### src/inc/tw_pkg.sv
package tw_pkg;

	// Register byte addresses on the APB port.
	localparam int          ADDR_W    = 8;
	localparam logic [7:0]  ADDR_CTRL = 8'h00;
	localparam logic [7:0]  ADDR_STAT = 8'h04;
	localparam logic [7:0]  ADDR_DATA = 8'h08;

	// Control register bit positions.
	localparam int B_FLAG  = 7;
	localparam int B_ACKEN = 6;
	localparam int B_STA   = 5;
	localparam int B_STO   = 4;
	localparam int B_WCOL  = 3;
	localparam int B_EN    = 2;
	localparam int B_IEN   = 0;

	// Reset values.
	localparam logic [7:0] DATA_RESET = 8'hFF;
	localparam logic [7:0] SC_NONE    = 8'hF8;

	// Status codes with the prescaler bits at zero.
	localparam logic [7:0] SC_START      = 8'h08;
	localparam logic [7:0] SC_RESTART    = 8'h10;
	localparam logic [7:0] SC_WADDR_ACK  = 8'h18;
	localparam logic [7:0] SC_WADDR_NACK = 8'h20;
	localparam logic [7:0] SC_TX_ACK     = 8'h28;
	localparam logic [7:0] SC_TX_NACK    = 8'h30;
	localparam logic [7:0] SC_LOST       = 8'h38;
	localparam logic [7:0] SC_RADDR_ACK  = 8'h40;
	localparam logic [7:0] SC_RADDR_NACK = 8'h48;
	localparam logic [7:0] SC_RX_ACK     = 8'h50;
	localparam logic [7:0] SC_RX_NACK    = 8'h58;

	// Keeps the code bits and forces the prescaler bits to zero.
	localparam logic [7:0] STAT_CODE_MASK = 8'hF8;

	// Bit timing: four quarters make one serial clock period.
	localparam int CLK_PERIOD_NS  = 100;
	localparam int SCL_PERIOD_NS  = 800;
	localparam int QUARTER_RAW    = SCL_PERIOD_NS / 4 / CLK_PERIOD_NS;
	localparam int QUARTER_CYCLES = (QUARTER_RAW < 1) ? 1 : QUARTER_RAW;

	// Bit index of the acknowledge slot, and quarter phases.
	localparam logic [3:0] BIT_ACK   = 4'h8;
	localparam logic [1:0] PH_FIRST  = 2'h0;
	localparam logic [1:0] PH_SCL_UP = 2'h2;
	localparam logic [1:0] PH_LAST   = 2'h3;

	typedef enum logic [6:0] {
		S_IDLE      = 7'h01,
		S_WAIT_FREE = 7'h02,
		S_START     = 7'h04,
		S_BYTE      = 7'h08,
		S_HOLD      = 7'h10,
		S_STOP      = 7'h20,
		S_LOST      = 7'h40
	} tw_state_t;

endpackage

### src/hdl/tw_line_monitor.sv
// Synchronises both bus lines and tracks whether any master holds the bus.
module tw_line_monitor
	import tw_pkg::*;
(
	input  wire logic pclk,
	input  wire logic presetn,
	input  wire logic scl_i,
	input  wire logic sda_i,
	output logic      scl_s,
	output logic      sda_s,
	output logic      bus_busy
);

	logic [1:0] meta_ff;
	logic [1:0] sync_ff;
	logic       sda_d_ff;
	logic       busy_ff;
	logic       nxt_busy;

	// A start seen on the wire marks the bus busy, a stop frees it.
	// Only the second synchroniser stage and its delayed data copy (sda_d_ff) feed this detector.
	always_comb begin
		nxt_busy = busy_ff;
		if (sync_ff[1] && sda_d_ff && !sync_ff[0]) begin
			nxt_busy = 1'b1;
		end else if (sync_ff[1] && !sda_d_ff && sync_ff[0]) begin
			nxt_busy = 1'b0;
		end
	end

	// Two flops per line; bit 1 is the clock line, bit 0 the data line.
	always_ff @(posedge pclk or negedge presetn) begin
		if (!presetn) begin
			meta_ff  <= 2'h3;
			sync_ff  <= 2'h3;
			sda_d_ff <= 1'b1;
			busy_ff  <= 1'b0;
		end else begin
			meta_ff  <= {scl_i, sda_i};
			sync_ff  <= meta_ff;
			sda_d_ff <= sync_ff[0];
			busy_ff  <= nxt_busy;
		end
	end

	assign scl_s    = sync_ff[1];
	assign sda_s    = sync_ff[0];
	assign bus_busy = busy_ff;

endmodule

### src/hdl/tw_master.sv
// Implementation choices: register access over APB and the register addresses.
module tw_master
	import tw_pkg::*;
#(
	parameter int QUARTER = QUARTER_CYCLES
) (
	input  wire logic              pclk,
	input  wire logic              presetn,
	input  wire logic              psel,
	input  wire logic              penable,
	input  wire logic              pwrite,
	input  wire logic [ADDR_W-1:0] paddr,
	input  wire logic [31:0]       pwdata,
	output logic      [31:0]       prdata,
	output logic                   pready,
	output logic                   pslverr,
	input  wire logic              scl_i,
	output logic                   scl_o,
	output logic                   scl_oe,
	input  wire logic              sda_i,
	output logic                   sda_o,
	output logic                   sda_oe,
	output logic                   irq
);

	localparam logic [7:0] QLAST = 8'(QUARTER - 1);

	logic       scl_s;
	logic       sda_s;
	logic       bus_busy;

	// Engine state.
	tw_state_t  state_ff,   nxt_state;
	logic [1:0] phase_ff,   nxt_phase;
	logic [7:0] qcnt_ff,    nxt_qcnt;
	logic [3:0] bit_ff,     nxt_bit;
	logic [7:0] shreg_ff,   nxt_shreg;
	logic       rx_ff,      nxt_rx;
	logic       addr_ff,    nxt_addr;
	logic       addr_rw_ff, nxt_addr_rw;
	logic       mode_rx_ff, nxt_mode_rx;
	logic       started_ff, nxt_started;
	logic       ack_ff,     nxt_ack;
	logic       scl_oe_ff,  nxt_scl_oe;
	logic       sda_oe_ff,  nxt_sda_oe;

	// Register state.
	logic        flag_ff,   nxt_flag;
	logic        acken_ff,  nxt_acken;
	logic        sta_ff,    nxt_sta;
	logic        sto_ff,    nxt_sto;
	logic        wcol_ff,   nxt_wcol;
	logic        en_ff,     nxt_en;
	logic        ien_ff,    nxt_ien;
	logic [7:0]  status_ff, nxt_status;
	logic [7:0]  data_ff,   nxt_data;
	logic [31:0] prdata_ff, nxt_prdata;
	logic        irq_ff,    nxt_irq;

	// Engine events handed to the register group.
	logic       ev_done;
	logic       ev_rxload;
	logic       ev_stop_end;
	logic [7:0] ev_status;

	logic       tick;
	logic       own_bit;
	logic       bit_one;
	logic       arb_lost;
	logic       byte_end;
	logic       start_end;
	logic [7:0] code;
	logic       setup;
	logic       wr_ctrl;
	logic       wr_data;
	logic       mapped;

	tw_line_monitor u_mon (
		.pclk     (pclk),
		.presetn  (presetn),
		.scl_i    (scl_i),
		.sda_i    (sda_i),
		.scl_s    (scl_s),
		.sda_s    (sda_s),
		.bus_busy (bus_busy)
	);

	// A quarter ends after QUARTER cycles, but the high phase is held open
	// while a slave stretches the clock line low.
	assign tick = (qcnt_ff == QLAST) && !(phase_ff == PH_SCL_UP && !scl_s);

	// The bit we drive: data bits on transmit, the ack slot on receive.
	assign own_bit  = rx_ff ? (bit_ff == BIT_ACK) : (bit_ff != BIT_ACK);
	assign bit_one  = rx_ff ? ((bit_ff != BIT_ACK) || !acken_ff)
	                        : ((bit_ff == BIT_ACK) || shreg_ff[7]);
	assign arb_lost = en_ff && state_ff == S_BYTE && tick &&
	                  phase_ff == PH_SCL_UP && own_bit && bit_one && !sda_s;
	assign byte_end = en_ff && state_ff == S_BYTE && tick &&
	                  phase_ff == PH_LAST && bit_ff == BIT_ACK;
	assign start_end = en_ff && state_ff == S_START && tick &&
	                   phase_ff == PH_LAST;
	assign code = status_ff & STAT_CODE_MASK;

	// Engine: start, byte, stop and hold sequencing.
	always_comb begin
		nxt_state   = state_ff;
		nxt_phase   = phase_ff;
		nxt_qcnt    = 8'h00;
		nxt_bit     = bit_ff;
		nxt_shreg   = shreg_ff;
		nxt_rx      = rx_ff;
		nxt_addr    = addr_ff;
		nxt_addr_rw = addr_rw_ff;
		nxt_mode_rx = mode_rx_ff;
		nxt_started = started_ff;
		nxt_ack     = ack_ff;
		ev_done     = 1'b0;
		ev_rxload   = 1'b0;
		ev_stop_end = 1'b0;
		ev_status   = status_ff;
		if (state_ff == S_START || state_ff == S_BYTE ||
		    state_ff == S_STOP) begin
			if (tick) begin
				nxt_phase = phase_ff + 2'h1;
			end else if (qcnt_ff != QLAST) begin
				nxt_qcnt = qcnt_ff + 8'h01;
			end else begin
				nxt_qcnt = qcnt_ff;
			end
		end
		if (!en_ff) begin
			nxt_state   = S_IDLE;
			nxt_started = 1'b0;
		end else begin
			case (state_ff)
				S_IDLE: begin
					if (sta_ff && !flag_ff) begin
						nxt_state = S_WAIT_FREE;
					end
				end
				S_WAIT_FREE: begin
					if (!bus_busy) begin
						nxt_state = S_START;
						nxt_phase = PH_FIRST;
					end
				end
				S_START: begin
					if (start_end) begin
						ev_done     = 1'b1;
						ev_status   = started_ff ? SC_RESTART : SC_START;
						nxt_started = 1'b1;
						nxt_state   = S_HOLD;
					end
				end
				S_BYTE: begin
					if (arb_lost) begin
						ev_done     = 1'b1;
						ev_status   = SC_LOST;
						nxt_started = 1'b0;
						nxt_state   = S_LOST;
					end else if (tick && phase_ff == PH_SCL_UP) begin
						if (bit_ff == BIT_ACK) begin
							nxt_ack = !sda_s;
						end else begin
							nxt_shreg = {shreg_ff[6:0], sda_s};
						end
					end else if (tick && phase_ff == PH_LAST) begin
						if (bit_ff != BIT_ACK) begin
							nxt_bit = bit_ff + 4'h1;
						end else begin
							ev_done   = 1'b1;
							nxt_state = S_HOLD;
							if (addr_ff) begin
								nxt_mode_rx = addr_rw_ff;
								if (addr_rw_ff) begin
									ev_status = ack_ff ? SC_RADDR_ACK
									                   : SC_RADDR_NACK;
								end else begin
									ev_status = ack_ff ? SC_WADDR_ACK
									                   : SC_WADDR_NACK;
								end
							end else if (rx_ff) begin
								ev_rxload = 1'b1;
								ev_status = acken_ff ? SC_RX_ACK : SC_RX_NACK;
							end else begin
								ev_status = ack_ff ? SC_TX_ACK : SC_TX_NACK;
							end
						end
					end
				end
				S_HOLD: begin
					// Bus activity stays paused while the flag is up.
					if (!flag_ff) begin
						nxt_phase = PH_FIRST;
						nxt_bit   = 4'h0;
						if (sto_ff) begin
							nxt_state = S_STOP;
						end else if (sta_ff) begin
							nxt_state = S_START;
						end else if (code == SC_START || code == SC_RESTART) begin
							nxt_state   = S_BYTE;
							nxt_addr    = 1'b1;
							nxt_rx      = 1'b0;
							nxt_shreg   = data_ff;
							nxt_addr_rw = data_ff[0];
						end else if (code == SC_WADDR_ACK ||
						             code == SC_WADDR_NACK ||
						             code == SC_TX_ACK ||
						             code == SC_TX_NACK) begin
							nxt_state = S_BYTE;
							nxt_addr  = 1'b0;
							nxt_rx    = 1'b0;
							nxt_shreg = data_ff;
						end else if (code == SC_RADDR_ACK ||
						             code == SC_RX_ACK) begin
							nxt_state = S_BYTE;
							nxt_addr  = 1'b0;
							nxt_rx    = 1'b1;
						end
						// Other codes (0x48, 0x58) wait for a condition.
					end
				end
				S_STOP: begin
					if (tick && phase_ff == PH_LAST) begin
						ev_stop_end = 1'b1;
						nxt_started = 1'b0;
						nxt_state   = sta_ff ? S_WAIT_FREE : S_IDLE;
					end
				end
				S_LOST: begin
					// Lines are released; unaddressed until told otherwise.
					if (!flag_ff) begin
						nxt_state = sta_ff ? S_WAIT_FREE : S_IDLE;
					end
				end
				default: begin
					nxt_state = S_IDLE;
				end
			endcase
		end
		// Wanted line levels, registered one cycle later; the lag is
		// harmless since all timing is counted in whole quarters.
		nxt_scl_oe = 1'b0;
		nxt_sda_oe = 1'b0;
		case (state_ff)
			S_START: begin
				nxt_scl_oe = started_ff && (phase_ff < PH_SCL_UP);
				nxt_sda_oe = (phase_ff == PH_LAST);
			end
			S_BYTE: begin
				// The shift register moves on while the clock is still
				// high, so the line keeps its bit until the clock is low.
				nxt_scl_oe = (phase_ff < PH_SCL_UP);
				if (phase_ff == PH_FIRST || phase_ff == PH_LAST) begin
					nxt_sda_oe = sda_oe_ff;
				end else begin
					nxt_sda_oe = !bit_one;
				end
			end
			S_STOP: begin
				nxt_scl_oe = (phase_ff < PH_SCL_UP);
				nxt_sda_oe = (phase_ff != PH_LAST);
			end
			S_HOLD: begin
				nxt_scl_oe = 1'b1;
				nxt_sda_oe = sda_oe_ff;
			end
			default: begin
				nxt_scl_oe = 1'b0;
				nxt_sda_oe = 1'b0;
			end
		endcase
	end

	always_ff @(posedge pclk or negedge presetn) begin
		if (!presetn) begin
			state_ff   <= S_IDLE;
			phase_ff   <= PH_FIRST;
			qcnt_ff    <= 8'h00;
			bit_ff     <= 4'h0;
			shreg_ff   <= 8'h00;
			rx_ff      <= 1'b0;
			addr_ff    <= 1'b0;
			addr_rw_ff <= 1'b0;
			mode_rx_ff <= 1'b0;
			started_ff <= 1'b0;
			ack_ff     <= 1'b0;
			scl_oe_ff  <= 1'b0;
			sda_oe_ff  <= 1'b0;
		end else begin
			state_ff   <= nxt_state;
			phase_ff   <= nxt_phase;
			qcnt_ff    <= nxt_qcnt;
			bit_ff     <= nxt_bit;
			shreg_ff   <= nxt_shreg;
			rx_ff      <= nxt_rx;
			addr_ff    <= nxt_addr;
			addr_rw_ff <= nxt_addr_rw;
			mode_rx_ff <= nxt_mode_rx;
			started_ff <= nxt_started;
			ack_ff     <= nxt_ack;
			scl_oe_ff  <= nxt_scl_oe;
			sda_oe_ff  <= nxt_sda_oe;
		end
	end

	// APB decode. Zero wait states: read data is latched in the setup
	// cycle, so prdata comes straight from a flop in the access cycle.
	assign setup   = psel && !penable;
	assign wr_ctrl = psel && penable && pwrite && paddr == ADDR_CTRL;
	assign wr_data = psel && penable && pwrite && paddr == ADDR_DATA;
	assign mapped  = paddr == ADDR_CTRL || paddr == ADDR_STAT ||
	                 paddr == ADDR_DATA;

	// Register group; hardware events win over software writes.
	always_comb begin
		nxt_flag   = flag_ff;
		nxt_acken  = acken_ff;
		nxt_sta    = sta_ff;
		nxt_sto    = sto_ff;
		nxt_wcol   = wcol_ff;
		nxt_en     = en_ff;
		nxt_ien    = ien_ff;
		nxt_status = ev_done ? ev_status : status_ff;
		nxt_data   = data_ff;
		nxt_prdata = prdata_ff;
		if (wr_ctrl) begin
			nxt_acken = pwdata[B_ACKEN];
			nxt_sta   = pwdata[B_STA];
			nxt_sto   = pwdata[B_STO];
			nxt_en    = pwdata[B_EN];
			nxt_ien   = pwdata[B_IEN];
			if (pwdata[B_FLAG]) begin
				nxt_flag = 1'b0;
			end
		end
		if (ev_done) begin
			nxt_flag = 1'b1;
		end
		if (ev_stop_end) begin
			nxt_sto = 1'b0;
		end
		if (wr_data) begin
			if (flag_ff) begin
				nxt_data = pwdata[7:0];
				nxt_wcol = 1'b0;
			end else begin
				nxt_wcol = 1'b1;
			end
		end
		if (ev_rxload) begin
			nxt_data = shreg_ff;
		end
		if (setup) begin
			if (paddr == ADDR_CTRL) begin
				nxt_prdata = {24'h000000, flag_ff, acken_ff, sta_ff, sto_ff,
				              wcol_ff, en_ff, 1'b0, ien_ff};
			end else if (paddr == ADDR_STAT) begin
				nxt_prdata = {24'h000000, code};
			end else if (paddr == ADDR_DATA) begin
				nxt_prdata = {24'h000000, data_ff};
			end else begin
				nxt_prdata = 32'h00000000;
			end
		end
		nxt_irq = flag_ff && ien_ff;
	end

	always_ff @(posedge pclk or negedge presetn) begin
		if (!presetn) begin
			flag_ff   <= 1'b0;
			acken_ff  <= 1'b0;
			sta_ff    <= 1'b0;
			sto_ff    <= 1'b0;
			wcol_ff   <= 1'b0;
			en_ff     <= 1'b0;
			ien_ff    <= 1'b0;
			status_ff <= SC_NONE;
			data_ff   <= DATA_RESET;
			prdata_ff <= 32'h00000000;
			irq_ff    <= 1'b0;
		end else begin
			flag_ff   <= nxt_flag;
			acken_ff  <= nxt_acken;
			sta_ff    <= nxt_sta;
			sto_ff    <= nxt_sto;
			wcol_ff   <= nxt_wcol;
			en_ff     <= nxt_en;
			ien_ff    <= nxt_ien;
			status_ff <= nxt_status;
			data_ff   <= nxt_data;
			prdata_ff <= nxt_prdata;
			irq_ff    <= nxt_irq;
		end
	end

	// Open-drain lines: only ever pull low.
	assign scl_o   = 1'b0;
	assign sda_o   = 1'b0;
	assign scl_oe  = scl_oe_ff;
	assign sda_oe  = sda_oe_ff;
	assign prdata  = prdata_ff;
	assign pready  = 1'b1;
	assign pslverr = psel && penable && !mapped;
	assign irq     = irq_ff;
endmodule

### config.mk
export PLATFORM = sky130hd
export DESIGN_NAME = tw_master
export DESIGN_NICKNAME = d
export VERILOG_FILES = /design/src/inc/tw_pkg.sv /design/src/hdl/tw_line_monitor.sv /design/src/hdl/tw_master.sv
export SDC_FILE = /design/constraint.sdc
export NUM_CORES = 1
export LEC_CHECK = 0
export ABC_AREA = 1
export BUFFER_PORTS_ARGS = -buffer_cell sky130_fd_sc_hd__buf_4
export CORE_MARGIN = 1.5
export CORE_UTILIZATION = 52
export CTS_BUF_LIST = sky130_fd_sc_hd__clkbuf_8
export CTS_CLUSTER_DIAMETER = 120
export DETAILED_ROUTE_END_ITERATION = 16
export HOLD_SLACK_MARGIN = 0.08
export PLACE_DENSITY = 0.79
export SLEW_MARGIN = 30
export SYNTH_ARGS = -nofsm -noshare
export SYNTH_HDL_FRONTEND = slang
export SYNTH_SLANG_ARGS = --single-unit
### constraint.sdc
create_clock -name pclk -period 1.8 [get_ports pclk]
set_input_delay 0 -clock pclk [delete_from_list [all_inputs] [get_ports pclk]]
set_output_delay 0 -clock pclk [all_outputs]
set_load 0.05 [all_outputs]
==> impl_metrics.toml <==
[run_status]
status = "finished with violations"
violations = "negative setup slack"

[run]
maxCapViolCount = 0

[routing]
vias_per_cell = 5.25
drt_wl_total_um = 10900
drc = 0
first_pass_iters = 8
drtIter0Drc = 381
ant_nets = 0
num_vias = 4099
wl_per_cell_um = 14.0

[yosys]
synth_top_family_by_area = "simple AND/OR/NAND/NOR gates"
synthTopCellsByArea = "dfrtp_1 (30%), nand2_1 (13%), dfstp_2 (11%), inv_1 (6.0%), buf_4 (4.8%)"
synthAdderAreaFrac_pct = 2.30
synth_xor_area_share_pct = 0.806
ys_seq_area_share_pct = 41.4
synthMuxAreaShare_pct = 0
synth_flop_cell = "dfrtp_1"
synthSimpleGateAreaFrac_pct = 29.0
ys_warn_count = 0
async_flop_share_pct = 100
synth-compound-area-share_pct = 13.6
yosysMostFrequentCell = "nand2_1"
yosys-top-cells-count = "nand2_1 (154), inv_1 (70), dfrtp_1 (52)"
synth_cell_types = 47
yosys.area.top_type = "dfrtp_1"
syn_area_per_cell_um2 = 7.58
synth_edf_count = 0
syn_area_um2 = 4350
syn_inst = 574
yosysTopAreaCellShare_pct = 29.9
ys_ff_latch = 71

[timing]
setup-violations-final = 2
fin_crit_sh_pct = 101
hold_violations = 0
clock.fmax_mhz = 553
rsz0062_at_grt = "true"
tns_ns = -0.0193
finalClockSkew_ns = 0.0108
min_period_ns = 1.81
maxSlewViolCount = 0
fin_ws_ns = -0.00967

[power_and_ir_drop]
peakVddDrop_v = 0.000412
power.leakage_nw = 2.70
power_density_nw_per_um2 = 760
power_mw = 4.13

[floorplanning]
die_area_um2 = 8920
io_pins = 86
core_area_um2 = 8180
die_w_um = 94.5
initial_utilization_pct = 53.2
die_y_um = 94.5
rows = 33

[clocking]
path_clk_slew_ns = 0.08
clock_path_buffers = 2
cts_htree_levels = 3
cts_root_buf = "clkbuf_8"
clk_latency_ns = 0.36
cts_sinks = 71
tritoncts.num_buffers = 9
cts_tree = "yes"

[final_layout]
fillers = 692
layout.cells.non_filler = 781
seq_area_um2 = 1800
num-nets-final = 726
multiInputGateArea_um2 = 2240
n_antenna_cell = 0
synthToLayoutAreaGrowth_pct = 25.1
drive_gt1_share_pct = 27.7
utilization_pct = 66.5

[worst_setup_path]
cp.required_ns = 2.05
startpoint_type = "flip-flop"
slowest_stage = "dfrtp_1"
cp-startpoint = "state_ff[1]$_DFFE_PN0P_"
cp_max_fo = 8
worstSetupPathType = "flip-flop to flip-flop"
crit_buf_inv = 3
arrival_ns = 2.06
reg2reg_slack_ns = -0.01
worstSetupEndpointType = "flip-flop"
reg2reg_from = "state_ff[1]$_DFFE_PN0P_"
worstPathCellList = "nor2_4, nand3_2, nor2_4, inv_2, nor2_4, nand2_4, nand4_1, buf_4, nand3_2, nand2_2, inv_1"
worst_path_largest_cell_delay_ns = 0.41
crit_top_cell = "nor2_4"
critPathTopFamily = "simple AND/OR/NAND/NOR gates"

[global_route]
grt_pass1_vias = 3864
grt_max_degree = 44
antenna_found_initial = 0
grt_pass1_wl_um = 17300
grt_use_total_pct = 25.0
grt-ovfl-total = 0

[placement]
port_buffers = 34
post-place-ws_ns = -0.0979
gp_congestion = 0.925
placedCellCount = 736
dp_hpwl_um = 7750

[hold_path]
worstHoldStart = "paddr[6]"
hold_path.class = "primary input to flip-flop"
[cell type report]
type                    instances  area share [%]
inverters                      78            5.38
multi-input cells             412            41.1
flip-flops and latches         71            33.1
repair buffers                 99            14.8
well taps                     105            2.42
clock buffers                   9            2.28
clock inverters                 7           0.897
[cell usage in the layout (no fill, tap or decap), types with 5 or more instances in the layout]
cell	count
o21ai_1	26
buf_4	80
dfstp_2	19
a21oi_1	14
nor2_2	6
nand3_1	30
inv_2	11
o211ai_1	9
nand3_2	7
nor2_4	11
clkbuf_8	9
inv_1	66
o21ai_0	32
dlygate4sd3_1	14
nand2_2	10
nor2_1	32
conb_1	27
ha_1	5
dfrtp_1	52
nand4_1	8
nand2_1	147
[state kept, by name, summed over array words and instances (netlist names), 2 cells and up]
register	flops
state_ff	7
prdata	8
data_ff	8
u_mon.sync_ff	2
phase_ff	2
bit_ff	4
status_ff	5
qcnt_ff	8
shreg_ff	8
u_mon.meta_ff	2
[power by group]
part	total [mW]	internal [mW]	switching [mW]
Clock	1.15	0.501	0.650
Sequential	1.77	1.70	0.0709
Combinational	1.22	0.433	0.782
[cells by family (layout without fill, tap and decap cells)]
logic type | count (synthesis) | in the layout
buffers and inverters | 116 | 193
other | 2 | 27
flip-flops | 71 | 71
AO/OA/AOI/OAI | 103 | 103
XOR/XNOR | 4 | 4
AND/OR/NAND/NOR | 270 | 270
adder cells (fa/ha/maj) | 8 | 8
[what timing repair did]
action / CTS / global route
endpoints found under the hold margin: 73 / 0
gates resized for setup: 8 / 38
hold buffers: 14 / 0
gates cloned: 0 / 0
buffers inserted: 4 / 11
pin swaps: 8 / 22
setup endpoints to repair: 21 / 36
[layer usage]
layer  part of all wire, %  vias up  global-route usage, %
met5                     0        -                      0
met4                   1.9        0                   9.83
met3                   5.8       28                   3.54
met2                    50      147                   41.3
met1                    42     1926                   33.1
li1                      -     1998                      -
[tightest hold or removal path: stages]
cell and delay, ns:
buf_4 0.07, nor2_1 0.04, nand3_1 0.09, buf_4 0.15
o31ai_1 0.07
[path summary, 6_finish.rpt]
| path | to | cells after the start |
|---|---|---|
| setup / recovery | state_ff[1]$_DFFE_PN0P_ | 11 |
| hold / removal | prdata[1]$_DFFE_PN0P_ | 5 |
| setup reg to reg | state_ff[1]$_DFFE_PN0P_ | 11 |
| hold reg to reg | u_mon.sync_ff[0]$_DFF_PN1_ | 0 |
| max in group asynchronous | data_ff[5]$_DFFE_PN1P_ | 3 |
| min in group asynchronous | prdata[3]$_DFFE_PN0P_ | 2 |
[through the flow]
step	area (um^2)	hold slack (ns)
3_5_place_dp	4860	-0.0514
3_3_place_gp	4860	-0.0539
6_report	5440	0.0948
4_1_cts	5220	0.0954
2_1_floorplan	4450	-0.296
5_1_grt	5440	0.120
No activity file was read; power rests on OpenSTA's default activity.
